`src/rtl/fcae_pkg.sv`:
```
package fcae_pkg;
	// Register byte offsets
	localparam logic [7:0] OFS_CLKDIV = 8'h00;
	localparam logic [7:0] OFS_STATUS = 8'h04;
	localparam logic [7:0] OFS_CMD = 8'h08;
	localparam logic [7:0] OFS_ADDR = 8'h0c;
	localparam logic [7:0] OFS_CTRL = 8'h10;
	// Status register bit positions
	localparam int BIT_CBEF = 7;
	localparam int BIT_CCIF = 6;
	localparam int BIT_ACCESS_ERROR_BIT = 4;
	localparam int BIT_ABORT = 3;
	// Divider register layout
	localparam int DIV_W = 6;
	localparam int BIT_DIVLD = 7;
	// Command codes
	localparam logic [7:0] CMD_BLANK = 8'h05;
	localparam logic [7:0] CMD_BYTE = 8'h20;
	localparam logic [7:0] CMD_BURST = 8'h25;
	localparam logic [7:0] CMD_SERASE = 8'h40;
	localparam logic [7:0] CMD_MERASE = 8'h41;
	localparam logic [7:0] CMD_ABORT = 8'h47;
	// Operation lengths in flash clock ticks
	localparam logic [15:0] TICKS_BLANK = 16'h0008;
	localparam logic [15:0] TICKS_PROG = 16'h0010;
	localparam logic [15:0] TICKS_SERASE = 16'h0040;
	localparam logic [15:0] TICKS_MERASE = 16'h0080;
	localparam logic [15:0] TICKS_ABORT = 16'h0004;
	// Values after reset
	localparam logic [7:0] RST_CLKDIV = 8'h00;
	localparam logic [7:0] RST_CMD = 8'h00;
	localparam logic [15:0] RST_ADDR = 16'h0000;
	localparam logic [7:0] RST_CTRL = 8'h00;
	localparam logic [15:0] RST_COUNT = 16'h0000;
	localparam logic [DIV_W-1:0] RST_DIVCNT = 6'h00;
	// Command entry and execution states
	typedef enum logic [2:0] {
		ENT_IDLE = 3'b001,
		ENT_ADDR = 3'b010,
		ENT_CMD = 3'b100
	} fcae_ent_type;
	typedef enum logic [2:0] {
		EX_IDLE = 3'b001,
		EX_RUN = 3'b010,
		EX_ABORT = 3'b100
	} fcae_ex_type;
endpackage

```
`src/rtl/fcae_seq_if.sv`:
```
`timescale 1ns/100ps
interface fcae_seq_if;
	logic [7:0] code;
	logic from_debug;
	logic secured;
	logic legal;
	logic denied;
	logic [15:0] ticks;
	logic [5:0] div_val;
	logic div_en;
	logic tick;
	modport core (output code, output from_debug, output secured, output div_val,
		output div_en, input legal, input denied, input ticks, input tick);
	modport dec (input code, input from_debug, input secured, output legal,
		output denied, output ticks);
	modport div (input div_val, input div_en, output tick);
endinterface

```
`src/rtl/fcae_code_check.sv`:
```
`timescale 1ns/100ps
module fcae_code_check (
	fcae_seq_if.dec sq
);
	import fcae_pkg::*;

	always_comb begin
		sq.legal = 1'b0;
		sq.ticks = TICKS_BLANK;
		unique case (sq.code)
			CMD_BLANK: begin
				sq.legal = 1'b1;
			end
			CMD_BYTE, CMD_BURST: begin
				sq.legal = 1'b1;
				sq.ticks = TICKS_PROG;
			end
			CMD_SERASE: begin
				sq.legal = 1'b1;
				sq.ticks = TICKS_SERASE;
			end
			CMD_MERASE: begin
				sq.legal = 1'b1;
				sq.ticks = TICKS_MERASE;
			end
			CMD_ABORT: begin
				sq.legal = 1'b1;
				sq.ticks = TICKS_ABORT;
			end
			default: begin
				sq.legal = 1'b0;
			end
		endcase
	end

	// Secured part: debug path may only blank check and mass erase
	assign sq.denied = sq.from_debug && sq.secured && (sq.code == CMD_BYTE ||
		sq.code == CMD_BURST || sq.code == CMD_SERASE || sq.code == CMD_ABORT);
endmodule

```
`src/rtl/fcae_clk_div.sv`:
```
`timescale 1ns/100ps
module fcae_clk_div (
	input wire logic mclk,
	input wire logic arst_n,
	fcae_seq_if.div sq
);
	import fcae_pkg::*;

	logic [DIV_W-1:0] cnt_r;
	logic tick_r;

	// Flash clock enable: one pulse every div_val+1 system cycles
	always_ff @(posedge mclk or negedge arst_n) begin
		if (!arst_n) begin
			cnt_r <= RST_DIVCNT;
			tick_r <= 1'b0;
		end else if (!sq.div_en) begin
			cnt_r <= RST_DIVCNT;
			tick_r <= 1'b0;
		end else if (cnt_r >= sq.div_val) begin
			cnt_r <= RST_DIVCNT;
			tick_r <= 1'b1;
		end else begin
			cnt_r <= cnt_r + 6'h01;
			tick_r <= 1'b0;
		end
	end

	assign sq.tick = tick_r;
endmodule

```
`src/rtl/fcae_top.sv`:
```
//////////////////////////////////////////////////////////////////////////////
//////////////////////////////////////////////////////////////////////////////
//
// Chosen here: the APB slave port and the placing of the registers.
`timescale 1ns/100ps
module fcae_top (
	input wire logic mclk,
	input wire logic arst_n,
	input wire logic psel,
	input wire logic penable,
	input wire logic pwrite,
	input wire logic [7:0] paddr,
	input wire logic [31:0] pwdata,
	output logic [31:0] prdata,
	output logic pready,
	output logic pslverr,
	input wire logic bdc_access,
	input wire logic secured_pin,
	input wire logic stop_req_pin,
	output logic flash_busy,
	output logic [7:0] flash_op
);
	import fcae_pkg::*;

	fcae_seq_if sq ();

	logic pready_r;
	logic pslverr_r;
	logic [31:0] prdata_r;
	logic [31:0] rd_nxt;
	logic rd_hit;
	logic [7:0] div_r;
	logic div_written_r;
	logic [7:0] cmd_r;
	logic [15:0] addr_r;
	logic [7:0] ctrl_r;
	logic cbef_r;
	logic ccif_r;
	logic access_error_bit_r;
	logic err_set;
	logic launch;
	logic done;
	logic stop_kill;
	logic [15:0] count_r;
	logic [7:0] op_r;
	logic busy_r;
	logic [2:0] sec_sync_r;
	logic [2:0] stop_sync_r;
	logic secured_r;
	logic stop_r;
	fcae_ent_type ent_r;
	fcae_ex_type ex_r;
	logic wr_fire;
	logic w_clkdiv;
	logic w_status;
	logic w_cmd;
	logic w_addr;
	logic w_ctrl;
	logic pe_op;

	//////////////////////////////////////////////////////////////////////////
	// APB slave: one wait state, registered answer
	assign wr_fire = psel && penable && pready_r && pwrite;
	assign w_clkdiv = wr_fire && paddr == OFS_CLKDIV;
	assign w_status = wr_fire && paddr == OFS_STATUS;
	assign w_cmd = wr_fire && paddr == OFS_CMD;
	assign w_addr = wr_fire && paddr == OFS_ADDR;
	assign w_ctrl = wr_fire && paddr == OFS_CTRL;

	always_comb begin
		rd_nxt = 32'h0000_0000;
		rd_hit = 1'b1;
		unique case (paddr)
			OFS_CLKDIV: begin
				rd_nxt[7:0] = {div_written_r, div_r[6:0]};
			end
			OFS_STATUS: begin
				rd_nxt[BIT_CBEF] = cbef_r;
				rd_nxt[BIT_CCIF] = ccif_r;
				rd_nxt[BIT_ACCESS_ERROR_BIT] = access_error_bit_r;
				rd_nxt[BIT_ABORT] = ex_r == EX_ABORT;
			end
			OFS_CMD: begin
				rd_nxt[7:0] = cmd_r;
			end
			OFS_ADDR: begin
				rd_nxt[15:0] = addr_r;
			end
			OFS_CTRL: begin
				rd_nxt[7:0] = ctrl_r;
			end
			default: begin
				rd_hit = 1'b0;
			end
		endcase
	end

	always_ff @(posedge mclk or negedge arst_n) begin
		if (!arst_n) begin
			pready_r <= 1'b0;
			pslverr_r <= 1'b0;
			prdata_r <= 32'h0000_0000;
		end else if (psel && penable && !pready_r) begin
			pready_r <= 1'b1;
			pslverr_r <= !rd_hit;
			prdata_r <= pwrite ? 32'h0000_0000 : rd_nxt;
		end else begin
			pready_r <= 1'b0;
			pslverr_r <= 1'b0;
		end
	end

	//////////////////////////////////////////////////////////////////////////
	// Pin synchronisers: a level counts once stages two and three agree
	always_ff @(posedge mclk or negedge arst_n) begin
		if (!arst_n) begin
			sec_sync_r <= 3'h0;
			stop_sync_r <= 3'h0;
		end else begin
			sec_sync_r <= {sec_sync_r[1:0], secured_pin};
			stop_sync_r <= {stop_sync_r[1:0], stop_req_pin};
		end
	end

	always_ff @(posedge mclk or negedge arst_n) begin
		if (!arst_n) begin
			secured_r <= 1'b0;
			stop_r <= 1'b0;
		end else begin
			if (sec_sync_r[1] == sec_sync_r[2]) begin
				secured_r <= sec_sync_r[2];
			end
			if (stop_sync_r[1] == stop_sync_r[2]) begin
				stop_r <= stop_sync_r[2];
			end
		end
	end

	//////////////////////////////////////////////////////////////////////////
	// Code checker and flash clock divider
	assign sq.code = (ent_r == ENT_ADDR) ? pwdata[7:0] : cmd_r;
	assign sq.from_debug = bdc_access;
	assign sq.secured = secured_r;
	assign sq.div_val = div_r[5:0];
	assign sq.div_en = div_written_r;

	fcae_code_check u_check (
		.sq(sq)
	);

	fcae_clk_div u_div (
		.mclk(mclk),
		.arst_n(arst_n),
		.sq(sq)
	);

	//////////////////////////////////////////////////////////////////////////
	// Protocol checking
	assign pe_op = op_r != CMD_BLANK;
	assign stop_kill = stop_r && ex_r != EX_IDLE;

	always_comb begin
		err_set = 1'b0;
		if (wr_fire && !access_error_bit_r) begin
			unique case (ent_r)
				ENT_IDLE: begin
					if (w_addr && (!div_written_r || !cbef_r)) begin
						err_set = 1'b1;
					end
					if (w_addr && ex_r == EX_ABORT) begin
						err_set = 1'b1;
					end
					if (w_cmd) begin
						err_set = 1'b1;
					end
				end
				ENT_ADDR: begin
					if (w_addr) begin
						err_set = 1'b1;
					end else if (w_clkdiv || w_ctrl || (w_status && pwdata[BIT_CBEF])) begin
						err_set = 1'b1;
					end else if (w_status) begin
						err_set = 1'b1;
					end else if (w_cmd && (!sq.legal || sq.denied)) begin
						err_set = 1'b1;
					end else if (w_cmd && (ex_r == EX_RUN) != (pwdata[7:0] == CMD_ABORT)) begin
						err_set = 1'b1;
					end
				end
				ENT_CMD: begin
					if (w_cmd) begin
						err_set = 1'b1;
					end else if (w_addr || w_clkdiv || w_ctrl) begin
						err_set = 1'b1;
					end else if (w_status && !pwdata[BIT_CBEF]) begin
						err_set = 1'b1;
					end
				end
			endcase
		end
		if (stop_kill && pe_op) begin
			err_set = 1'b1;
		end
	end

	// Launch only from a complete entry with no pending error
	assign launch = w_status && pwdata[BIT_CBEF] && ent_r == ENT_CMD && !access_error_bit_r && !err_set;
	assign done = ex_r != EX_IDLE && sq.tick && count_r == 16'h0001 && !stop_r;

	//////////////////////////////////////////////////////////////////////////
	// Command entry sequence
	always_ff @(posedge mclk or negedge arst_n) begin
		if (!arst_n) begin
			ent_r <= ENT_IDLE;
		end else if (err_set) begin
			ent_r <= ENT_IDLE;
		end else if (!access_error_bit_r) begin
			unique case (ent_r)
				ENT_IDLE: begin
					if (w_addr) begin
						ent_r <= ENT_ADDR;
					end
				end
				ENT_ADDR: begin
					if (w_cmd) begin
						ent_r <= ENT_CMD;
					end
				end
				ENT_CMD: begin
					if (launch) begin
						ent_r <= ENT_IDLE;
					end
				end
			endcase
		end
	end

	always_ff @(posedge mclk or negedge arst_n) begin
		if (!arst_n) begin
			addr_r <= RST_ADDR;
			cmd_r <= RST_CMD;
		end else if (!access_error_bit_r && !err_set) begin
			if (w_addr && ent_r == ENT_IDLE) begin
				addr_r <= pwdata[15:0];
			end
			if (w_cmd && ent_r == ENT_ADDR) begin
				cmd_r <= pwdata[7:0];
			end
		end
	end

	always_ff @(posedge mclk or negedge arst_n) begin
		if (!arst_n) begin
			div_r <= RST_CLKDIV;
			div_written_r <= 1'b0;
			ctrl_r <= RST_CTRL;
		end else begin
			if (w_clkdiv && ent_r == ENT_IDLE) begin
				div_r <= pwdata[7:0];
				div_written_r <= 1'b1;
			end
			if (w_ctrl && ent_r == ENT_IDLE) begin
				ctrl_r <= pwdata[7:0];
			end
		end
	end

	//////////////////////////////////////////////////////////////////////////
	// Command execution
	always_ff @(posedge mclk or negedge arst_n) begin
		if (!arst_n) begin
			ex_r <= EX_IDLE;
			count_r <= RST_COUNT;
			op_r <= RST_CMD;
		end else if (stop_kill) begin
			ex_r <= EX_IDLE;
			count_r <= RST_COUNT;
		end else if (launch && cmd_r == CMD_ABORT) begin
			ex_r <= EX_ABORT;
			count_r <= sq.ticks;
		end else if (launch) begin
			ex_r <= EX_RUN;
			count_r <= sq.ticks;
			op_r <= cmd_r;
		end else if (done) begin
			ex_r <= EX_IDLE;
			count_r <= RST_COUNT;
		end else if (ex_r != EX_IDLE && sq.tick) begin
			count_r <= count_r - 16'h0001;
		end
	end

	// Sector erase frees the buffer at once so only an abort may follow
	always_ff @(posedge mclk or negedge arst_n) begin
		if (!arst_n) begin
			cbef_r <= 1'b1;
		end else if (launch) begin
			cbef_r <= cmd_r == CMD_SERASE;
		end else if (done || stop_kill) begin
			cbef_r <= 1'b1;
		end
	end

	always_ff @(posedge mclk or negedge arst_n) begin
		if (!arst_n) begin
			ccif_r <= 1'b1;
		end else if (launch) begin
			ccif_r <= 1'b0;
		end else if (done || stop_kill) begin
			ccif_r <= 1'b1;
		end
	end

	// Set wins over the software clear
	always_ff @(posedge mclk or negedge arst_n) begin
		if (!arst_n) begin
			access_error_bit_r <= 1'b0;
		end else if (err_set) begin
			access_error_bit_r <= 1'b1;
		end else if (w_status && pwdata[BIT_ACCESS_ERROR_BIT]) begin
			access_error_bit_r <= 1'b0;
		end
	end

	always_ff @(posedge mclk or negedge arst_n) begin
		if (!arst_n) begin
			busy_r <= 1'b0;
		end else begin
			busy_r <= (ex_r != EX_IDLE || launch) && !done && !stop_kill;
		end
	end

	assign prdata = prdata_r;
	assign pready = pready_r;
	assign pslverr = pslverr_r;
	assign flash_busy = busy_r;
	assign flash_op = op_r;
endmodule

```
`config.mk`:
```
export PLATFORM = sky130hd
export DESIGN_NAME = fcae_top
export DESIGN_NICKNAME = d
export VERILOG_FILES = /design/src/rtl/fcae_pkg.sv /design/src/rtl/fcae_seq_if.sv /design/src/rtl/fcae_code_check.sv /design/src/rtl/fcae_clk_div.sv /design/src/rtl/fcae_top.sv
export SDC_FILE = /design/constraint.sdc
export NUM_CORES = 1
export LEC_CHECK = 0
export BUFFER_PORTS_ARGS = -buffer_cell sky130_fd_sc_hd__buf_2
export CAP_MARGIN = 20
export CORE_ASPECT_RATIO = 0.5
export CORE_MARGIN = 1.5
export CORE_UTILIZATION = 53
export CTS_BUF_LIST = sky130_fd_sc_hd__clkbuf_4 sky130_fd_sc_hd__clkbuf_8
export CTS_CLUSTER_DIAMETER = 150
export DETAILED_ROUTE_END_ITERATION = 6
export PLACE_DENSITY_LB_ADDON = 0.1
export SYNTH_ARGS = -nofsm -noshare
export SYNTH_HDL_FRONTEND = slang
export SYNTH_SLANG_ARGS = --single-unit
```
`constraint.sdc`:
```
create_clock -name mclk -period 1.96 [get_ports mclk]
set_clock_uncertainty 0.05 [all_clocks]
set_input_delay 0.196 -clock mclk [delete_from_list [all_inputs] [get_ports mclk]]
set_output_delay 0.196 -clock mclk [all_outputs]
set_load 0.05 [all_outputs]
```
; Yosys cells after proc, flatten, opt, wreduce, memory -nomap -nowiden
; Cells that the tools add are included.
; Widths: inputs -> output; s select.
[word_totals]
mem_bits_rw = 0
rom_bits = 0
latch_bits = 0
elab_cells = 174
out_inout_bits = 43
ff_bits = 123
input_bits = 48
mem_count = 0
[op_classes]
n_mux = 50
eq_ne = 28
magnitude_cmp = 1
n_div = 0
n_bitwise = 2
reduce_logical = 69
shifts = 0
addsub = 2
multipliers = 0
[op_table]
columns = cell, n
row1 = $mux 16, 6
row2 = $eq 8x7->1 const B, 6
row3 = $logic_and 1x1->1, 35
row4 = $pmux 8 s4, 1
row5 = $mux 3, 9
row6 = $mux 1, 24
row7 = $pmux 2 s5, 2
row8 = $eq 16x1->1 const B, 1
row9 = $eq 8x3->1 const B, 2
row10 = $eq 8x4->1 const B, 2
row11 = $eq 8x6->1 const B, 2
row12 = $mux 8, 2
row13 = $sub 16x1->16 const B, 1
row14 = $mux 6, 2
row15 = $pmux 3 s4, 1
row16 = $logic_not 1->1, 11
row17 = $logic_or 1x1->1, 11
row18 = $ne 3x3->1 const B, 3
row19 = $pmux 3 s3, 1
row20 = $eq 8x5->1 const B, 1
row21 = $logic_not 8->1, 1
row22 = $ne 8x3->1 const B, 1
row23 = $add 6x1->6 const B, 1
row24 = $eq 3x2->1 const B, 2
row25 = 19 further kinds, 24

; Depth between registers and ports, before layout
[depth]
depth_word = 22
depth_mapped = 10
mapped_depth_nobuf = 8

; By module
; A second synthesis with hierarchy kept.
[hier_totals]
hier_cells = 540
area_unflattened_um2 = 5794.3
[by_module_without_submodules]
columns = mod, instances, area_per_inst_um2, cells_each
row1 = fcae_top, 1, 5104.9, 460
row2 = fcae_clk_div, 1, 445.4, 45
row3 = fcae_code_check, 1, 244.0, 35

; Worst setup path before layout
; No wires, ideal clock.
[synth_path]
kind = reg-to-reg
startpoint = register pready_r, in the netlist pready
endpoint = register addr_r[0]
required_ns = 1.793
setup_slack_ns = -0.265
arrival_time_ns = 2.057
setup_ns = 0.117
path_stages_with_launch = 9
n_path_buf = 2
cell_sequence = dfrtp_1 -> and4_1 -> and4_1 -> a21boi_1 -> or2_0 -> clkbuf_1 -> clkbuf_1 -> nand4_1 -> nand2_1
[synth_via]
elab_chain_cells = 15
[synth_lines]
columns = item, line
row1 = start: declaration, fcae_top.sv:27  ; logic pready_r;
row2 = start signal: assignment, fcae_top.sv:100  ; pready_r <= 1'b0;
row3 = start signal: assignment, fcae_top.sv:104  ; pready_r <= 1'b1;
row4 = start signal: assignment, fcae_top.sv:108  ; pready_r <= 1'b0;
row5 = $logic_and 1x1->1 (*) (2 in a row), fcae_top.sv:63  ; assign wr_fire = psel && penable && pready_r && pwrite;
row6 = $logic_and 1x1->1, fcae_top.sv:66  ; assign w_cmd = wr_fire && paddr == OFS_CMD;
row7 = $logic_and 1x1->1, fcae_top.sv:186  ; end else if (w_cmd && (ex_r == EX_RUN) != (pwdata[7:0] == CMD_ABORT)) begin
row8 = $mux 1, fcae_top.sv:186
row9 = $mux 1, fcae_top.sv:184  ; end else if (w_cmd && (!sq.legal || sq.denied)) begin
row10 = $mux 1, fcae_top.sv:182  ; end else if (w_status) begin
row11 = $mux 1, fcae_top.sv:180  ; end else if (w_clkdiv || w_ctrl || (w_status && pwdata[BIT_CBEF])) begin
row12 = $mux 1, fcae_top.sv:178  ; if (w_addr) begin
row13 = $pmux 1 s3, fcae_top.sv:165  ; unique case (ent_r)
row14 = $mux 1, fcae_top.sv:164  ; if (wr_fire && !access_error_bit_r) begin
row15 = $mux 1, fcae_top.sv:201  ; if (stop_kill && pe_op) begin
row16 = $logic_not 1->1, fcae_top.sv:242  ; end else if (!access_error_bit_r && !err_set) begin
row17 = $logic_and 1x1->1, fcae_top.sv:242
row18 = $reduce_and 2->1 (no line) (*), --
row19 = end signal: assignment, fcae_top.sv:244  ; addr_r <= pwdata[15:0];
row20 = end: declaration, fcae_top.sv:35  ; logic [15:0] addr_r;
; Every way passes the cells marked *; elsewhere a longest branch is shown, timed or not.
; A chain may end at the register's enable or synchronous reset.

; Final worst setup path
[layout_path]
startpoint = register ent_r[1]
endpoint = register ent_r[0]
[layout_via]
elab_chain_cells = 20
[layout_lines]
columns = item, line
row1 = start: declaration, fcae_top.sv:51  ; fcae_ent_type ent_r;
row2 = start signal: assignment, fcae_top.sv:214  ; ent_r <= ENT_IDLE;
row3 = start signal: assignment, fcae_top.sv:216  ; ent_r <= ENT_IDLE;
row4 = start signal: assignment, fcae_top.sv:221  ; ent_r <= ENT_ADDR;
row5 = "parallel branches: the longest is 20 deep, another holds $mux 8", --
; Several ways; the timed one is not identified. The select of a mux whose other input is x is not followed.

==> metrics.csv <==
stage,metric,value,unit
status,status,"finished, violations left",
status,violations,negative setup slack,
synthesis,synth_area,5750,um^2
place,routabilityCongestion,0.877,
power_and_ir_drop,pwr-share-seq,0.524,
sta,rsz0062_at_grt,true,
final_layout,design_area,7540,um^2
synthesis,synth_sequential_area_ratio,0.466,
drt,routed_wl,15.7,mm
cts,cts.sinks,107,
synthesis,synthArstFlopShare,1.00,
synthesis,synth-edff-count,0,
drt,drcViolationCount,0,
worst_setup_path,rrSetupSlack,-110,ps
power_and_ir_drop,ir_worst_vdd,0.000355,V
global_routing,grt_usage,0.283,
final_layout,area_growth,31.0,%
floorplanning,fp.dieW,150,um
sta,slew_viol_final,0,
power_and_ir_drop,internal_power,0.00307,W
sta,period_needed,2070,ps
global_routing,grt_antenna_before_repair,0,
drt,via_per_inst,5.73,
sta,whs,133,ps
hold_path,hold_depth,3,
sta,setup_viol,38,
floorplanning,initial_utilization,0.554,
synthesis,synth_area_per_cell,9.93,um^2
synthesis,yosysTopAreaCellShare,0.448,
place,dp_hpwl,11.1,mm
global_routing,grt_overflow,0,
hold_path,hold_start,paddr[3],
cts,clk_pin_slew,110,ps
drt,via_count,5042,
synthesis,synth_ff_type,dfrtp_1,
power_and_ir_drop,clockPowerShare,0.317,
worst_setup_path,crit_fanout,6,
synthesis,synth_cell_types,78,
power_and_ir_drop,p_comb_frac,0.159,
hold_path,hp-class,input pin to flip-flop,
sta,layout_setup_ws,-107,ps
worst_setup_path,r2r_start,ent_r[1],
worst_setup_path,worstSetupPathType,flip-flop to flip-flop,
final_layout,final_nets,792,
power_and_ir_drop,p_leak,3.66,nW
drt,first_pass_iters,5,
final_layout,antenna_cells,0,
hold_path,min_to,pslverr,
drt,wl_per_cell,17.8,um
floorplanning,fp.dieH,76.7,um
synthesis,synthTopCellsByArea,"dfrtp_1, nand2_1, nand4_1",
floorplanning,io_pins,91,
sta,hold_viol_final,0,
cts,max-clock-path-buffers,2,
worst_setup_path,reg2regPathDepth,6,
job,drv_cap,0,
floorplanning,rows,26,
cts,insertion_delay,410,ps
worst_setup_path,start_kind,flip-flop,
power_and_ir_drop,pwr_density_cell,596,nW/um^2
synthesis,yosysTopAreaCell,dfrtp_1,
worst_setup_path,cp-startpoint,ent_r[1],
cts,htreeDepth,3,
floorplanning,core,10400,um^2
final_layout,final_cell_count_no_fill,880,
final_layout,drive_gt1_frac,0.392,
global_routing,grt_start_max_net_pins,47,
worst_setup_path,critPathRequiredTime,2240,ps
power_and_ir_drop,power.total,0.00449,W
drt,drt_iter0_drc,361,
cts,cts_buffers,9,
global_routing,grt_pass1_wl,24.9,mm
synthesis,synth_seq_cells,107,
floorplanning,die-area,11500,um^2
cts,cts-root-buf,clkbuf_8,
worst_setup_path,rr_endpoint,ent_r[0],
sta,tns,-2050,ps
worst_setup_path,cp-end-kind,flip-flop,
sta,finalCritPeriodShare,1.05,
worst_setup_path,cp_data_arrival_time,2350,ps
power_and_ir_drop,p_switching,0.00142,W
sta,fmax,484,MHz
place,placed_area,6800,um^2
global_routing,grt_pass1_vias,4877,
place,dp_cells,840,
drt,antenna_left,0,
cts,cts_tree,done,
synthesis,ys_warn_count,0,
place,portBuffers,58,
synthesis,syn_inst,579,
power_and_ir_drop,netSwitchingFraction,0.316,
final cells by class:
type,instances,area [um^2]
multi-input cells,419,3050
fillers,773,2840
flip-flops and latches,107,2690
repair buffers,176,1330
well taps,140,175
clock buffers,9,124
clock inverters,7,83.8
inverters,22,82.6
sequential cells by signal (all words and copies together), names as in the netlist, 3 cells and up:
register,flops
u_div.cnt_r,6
ex_r,3
div_r,7
prdata,16
cmd_r,8
ent_r,3
ctrl_r,8
addr_r,16
count_r,16
sec_sync_r,3
stop_sync_r,3
flash_op,8
metal layers:
layer,wire [um],up-vias,global-route usage
li1,-,2355,-
met1,7210,2503,0.394
met2,7250,157,0.442
met3,1010,27,0.0726
met4,227,0,0.0745
met5,0,-,0
cells in the final DEF (no fill, tap or decap), types with 5 or more instances in the layout:
cell type       n
inv_1          21
conb_1         16
o21ai_0        22
nand4_1        31
nor3b_1         5
clkbuf_8        9
buf_2          57
o211ai_1        7
nand2_1        40
buf_4          91
mux2_2          6
nor3_1         11
or3_1           5
o21ai_1         9
mux2i_1         6
o21ai_2         5
nand2_2        25
dfrtp_1        95
dlygate4sd3_1  11
nor2_1         42
a22o_1         10
xnor2_1         9
nand3_1        13
dfrtp_2         8
nand3b_1        6
mux2_4         11
xor2_1          7
ha_1            9
buf_6           9
a22oi_1         6
a21oi_1        14
and3_1          5
Yosys cell counts, types with 5 or more instances:
| cell type | n |
|---|---|
| dfrtp_1 | 103 |
| nand2_1 | 68 |
| nor2_1 | 44 |
| nand4_1 | 31 |
| o21ai_0 | 30 |
| inv_1 | 22 |
| clkbuf_1 | 18 |
| a21oi_1 | 16 |
| buf_4 | 16 |
| mux2_2 | 16 |
| nand3_1 | 14 |
| nor3_1 | 12 |
| a22o_1 | 10 |
| buf_2 | 9 |
| ha_1 | 9 |
| xnor2_1 | 9 |
| nor2b_1 | 7 |
| o211ai_1 | 7 |
| xor2_1 | 7 |
| a22oi_1 | 6 |
| and3_1 | 6 |
| mux2i_1 | 6 |
| nand3b_1 | 6 |
| and2_1 | 5 |
| nor3b_1 | 5 |
| o21ai_2 | 5 |
| or3_1 | 5 |
cells by family after synthesis:
family / Yosys count / share of synthesized area
AND/OR/NAND/NOR: 243 / 0.233
flip-flops: 107 / 0.466
AO/OA/AOI/OAI: 105 / 0.131
buffers and inverters: 68 / 0.0594
multiplexers: 28 / 0.0624
XOR/XNOR: 16 / 0.0244
adder cells (fa/ha/maj): 11 / 0.0231
other: 1 / 0.000652
stage by stage:
stage / utilization / setup slack (ps)
4_1_cts: 0.701 / -106
2_1_floorplan: - / -148
6_report: 0.726 / -107
5_1_grt: 0.726 / -195
3_5_place_dp: 0.655 / -166
3_3_place_gp: 0.655 / -121
how the worst max path moves through the flow:
stage	to	slack, ps	cells after the start
after floorplan	addr_r[0]	-150	7
after global placement	div_r[0]	-120	5
after global routing	access_error_bit_r	-190	7
final	ent_r[0]	-110	6
after detailed placement	div_r[0]	-170	5
after CTS	ent_r[0]	-110	6
critical path: stages (launching register included):
cell	delay, ps
dfrtp_1	400
or3b_4	450
mux2_4	360
o221ai_4	220
a21boi_2	90
a32oi_2	280
nand3b_1	160
power by group through the flow:
| stage | Clock (W) | Combinational, W | Sequential, W |
|---|---|---|---|
| floorplan | 0 | 0.000391 | 0.00241 |
| global placement | 0 | 0.000617 | 0.00239 |
| detailed placement | 0 | 0.000627 | 0.00239 |
| CTS | 0.00144 | 0.000668 | 0.00235 |
| global route | 0.00154 | 0.000767 | 0.00236 |
| finish | 0.00142 | 0.000713 | 0.00235 |
timing repair:
item / 4_1_cts / 5_1_grt
hold buffers: 11 / 0
cloned: 1 / 2
setup endpoints to repair: 52 / 74
setup buffers: 4 / 6
pin swaps: 15 / 43
resized for setup: 29 / 63
hold endpoints to repair: 34 / 0
Power figures use the tool's default switching activity.
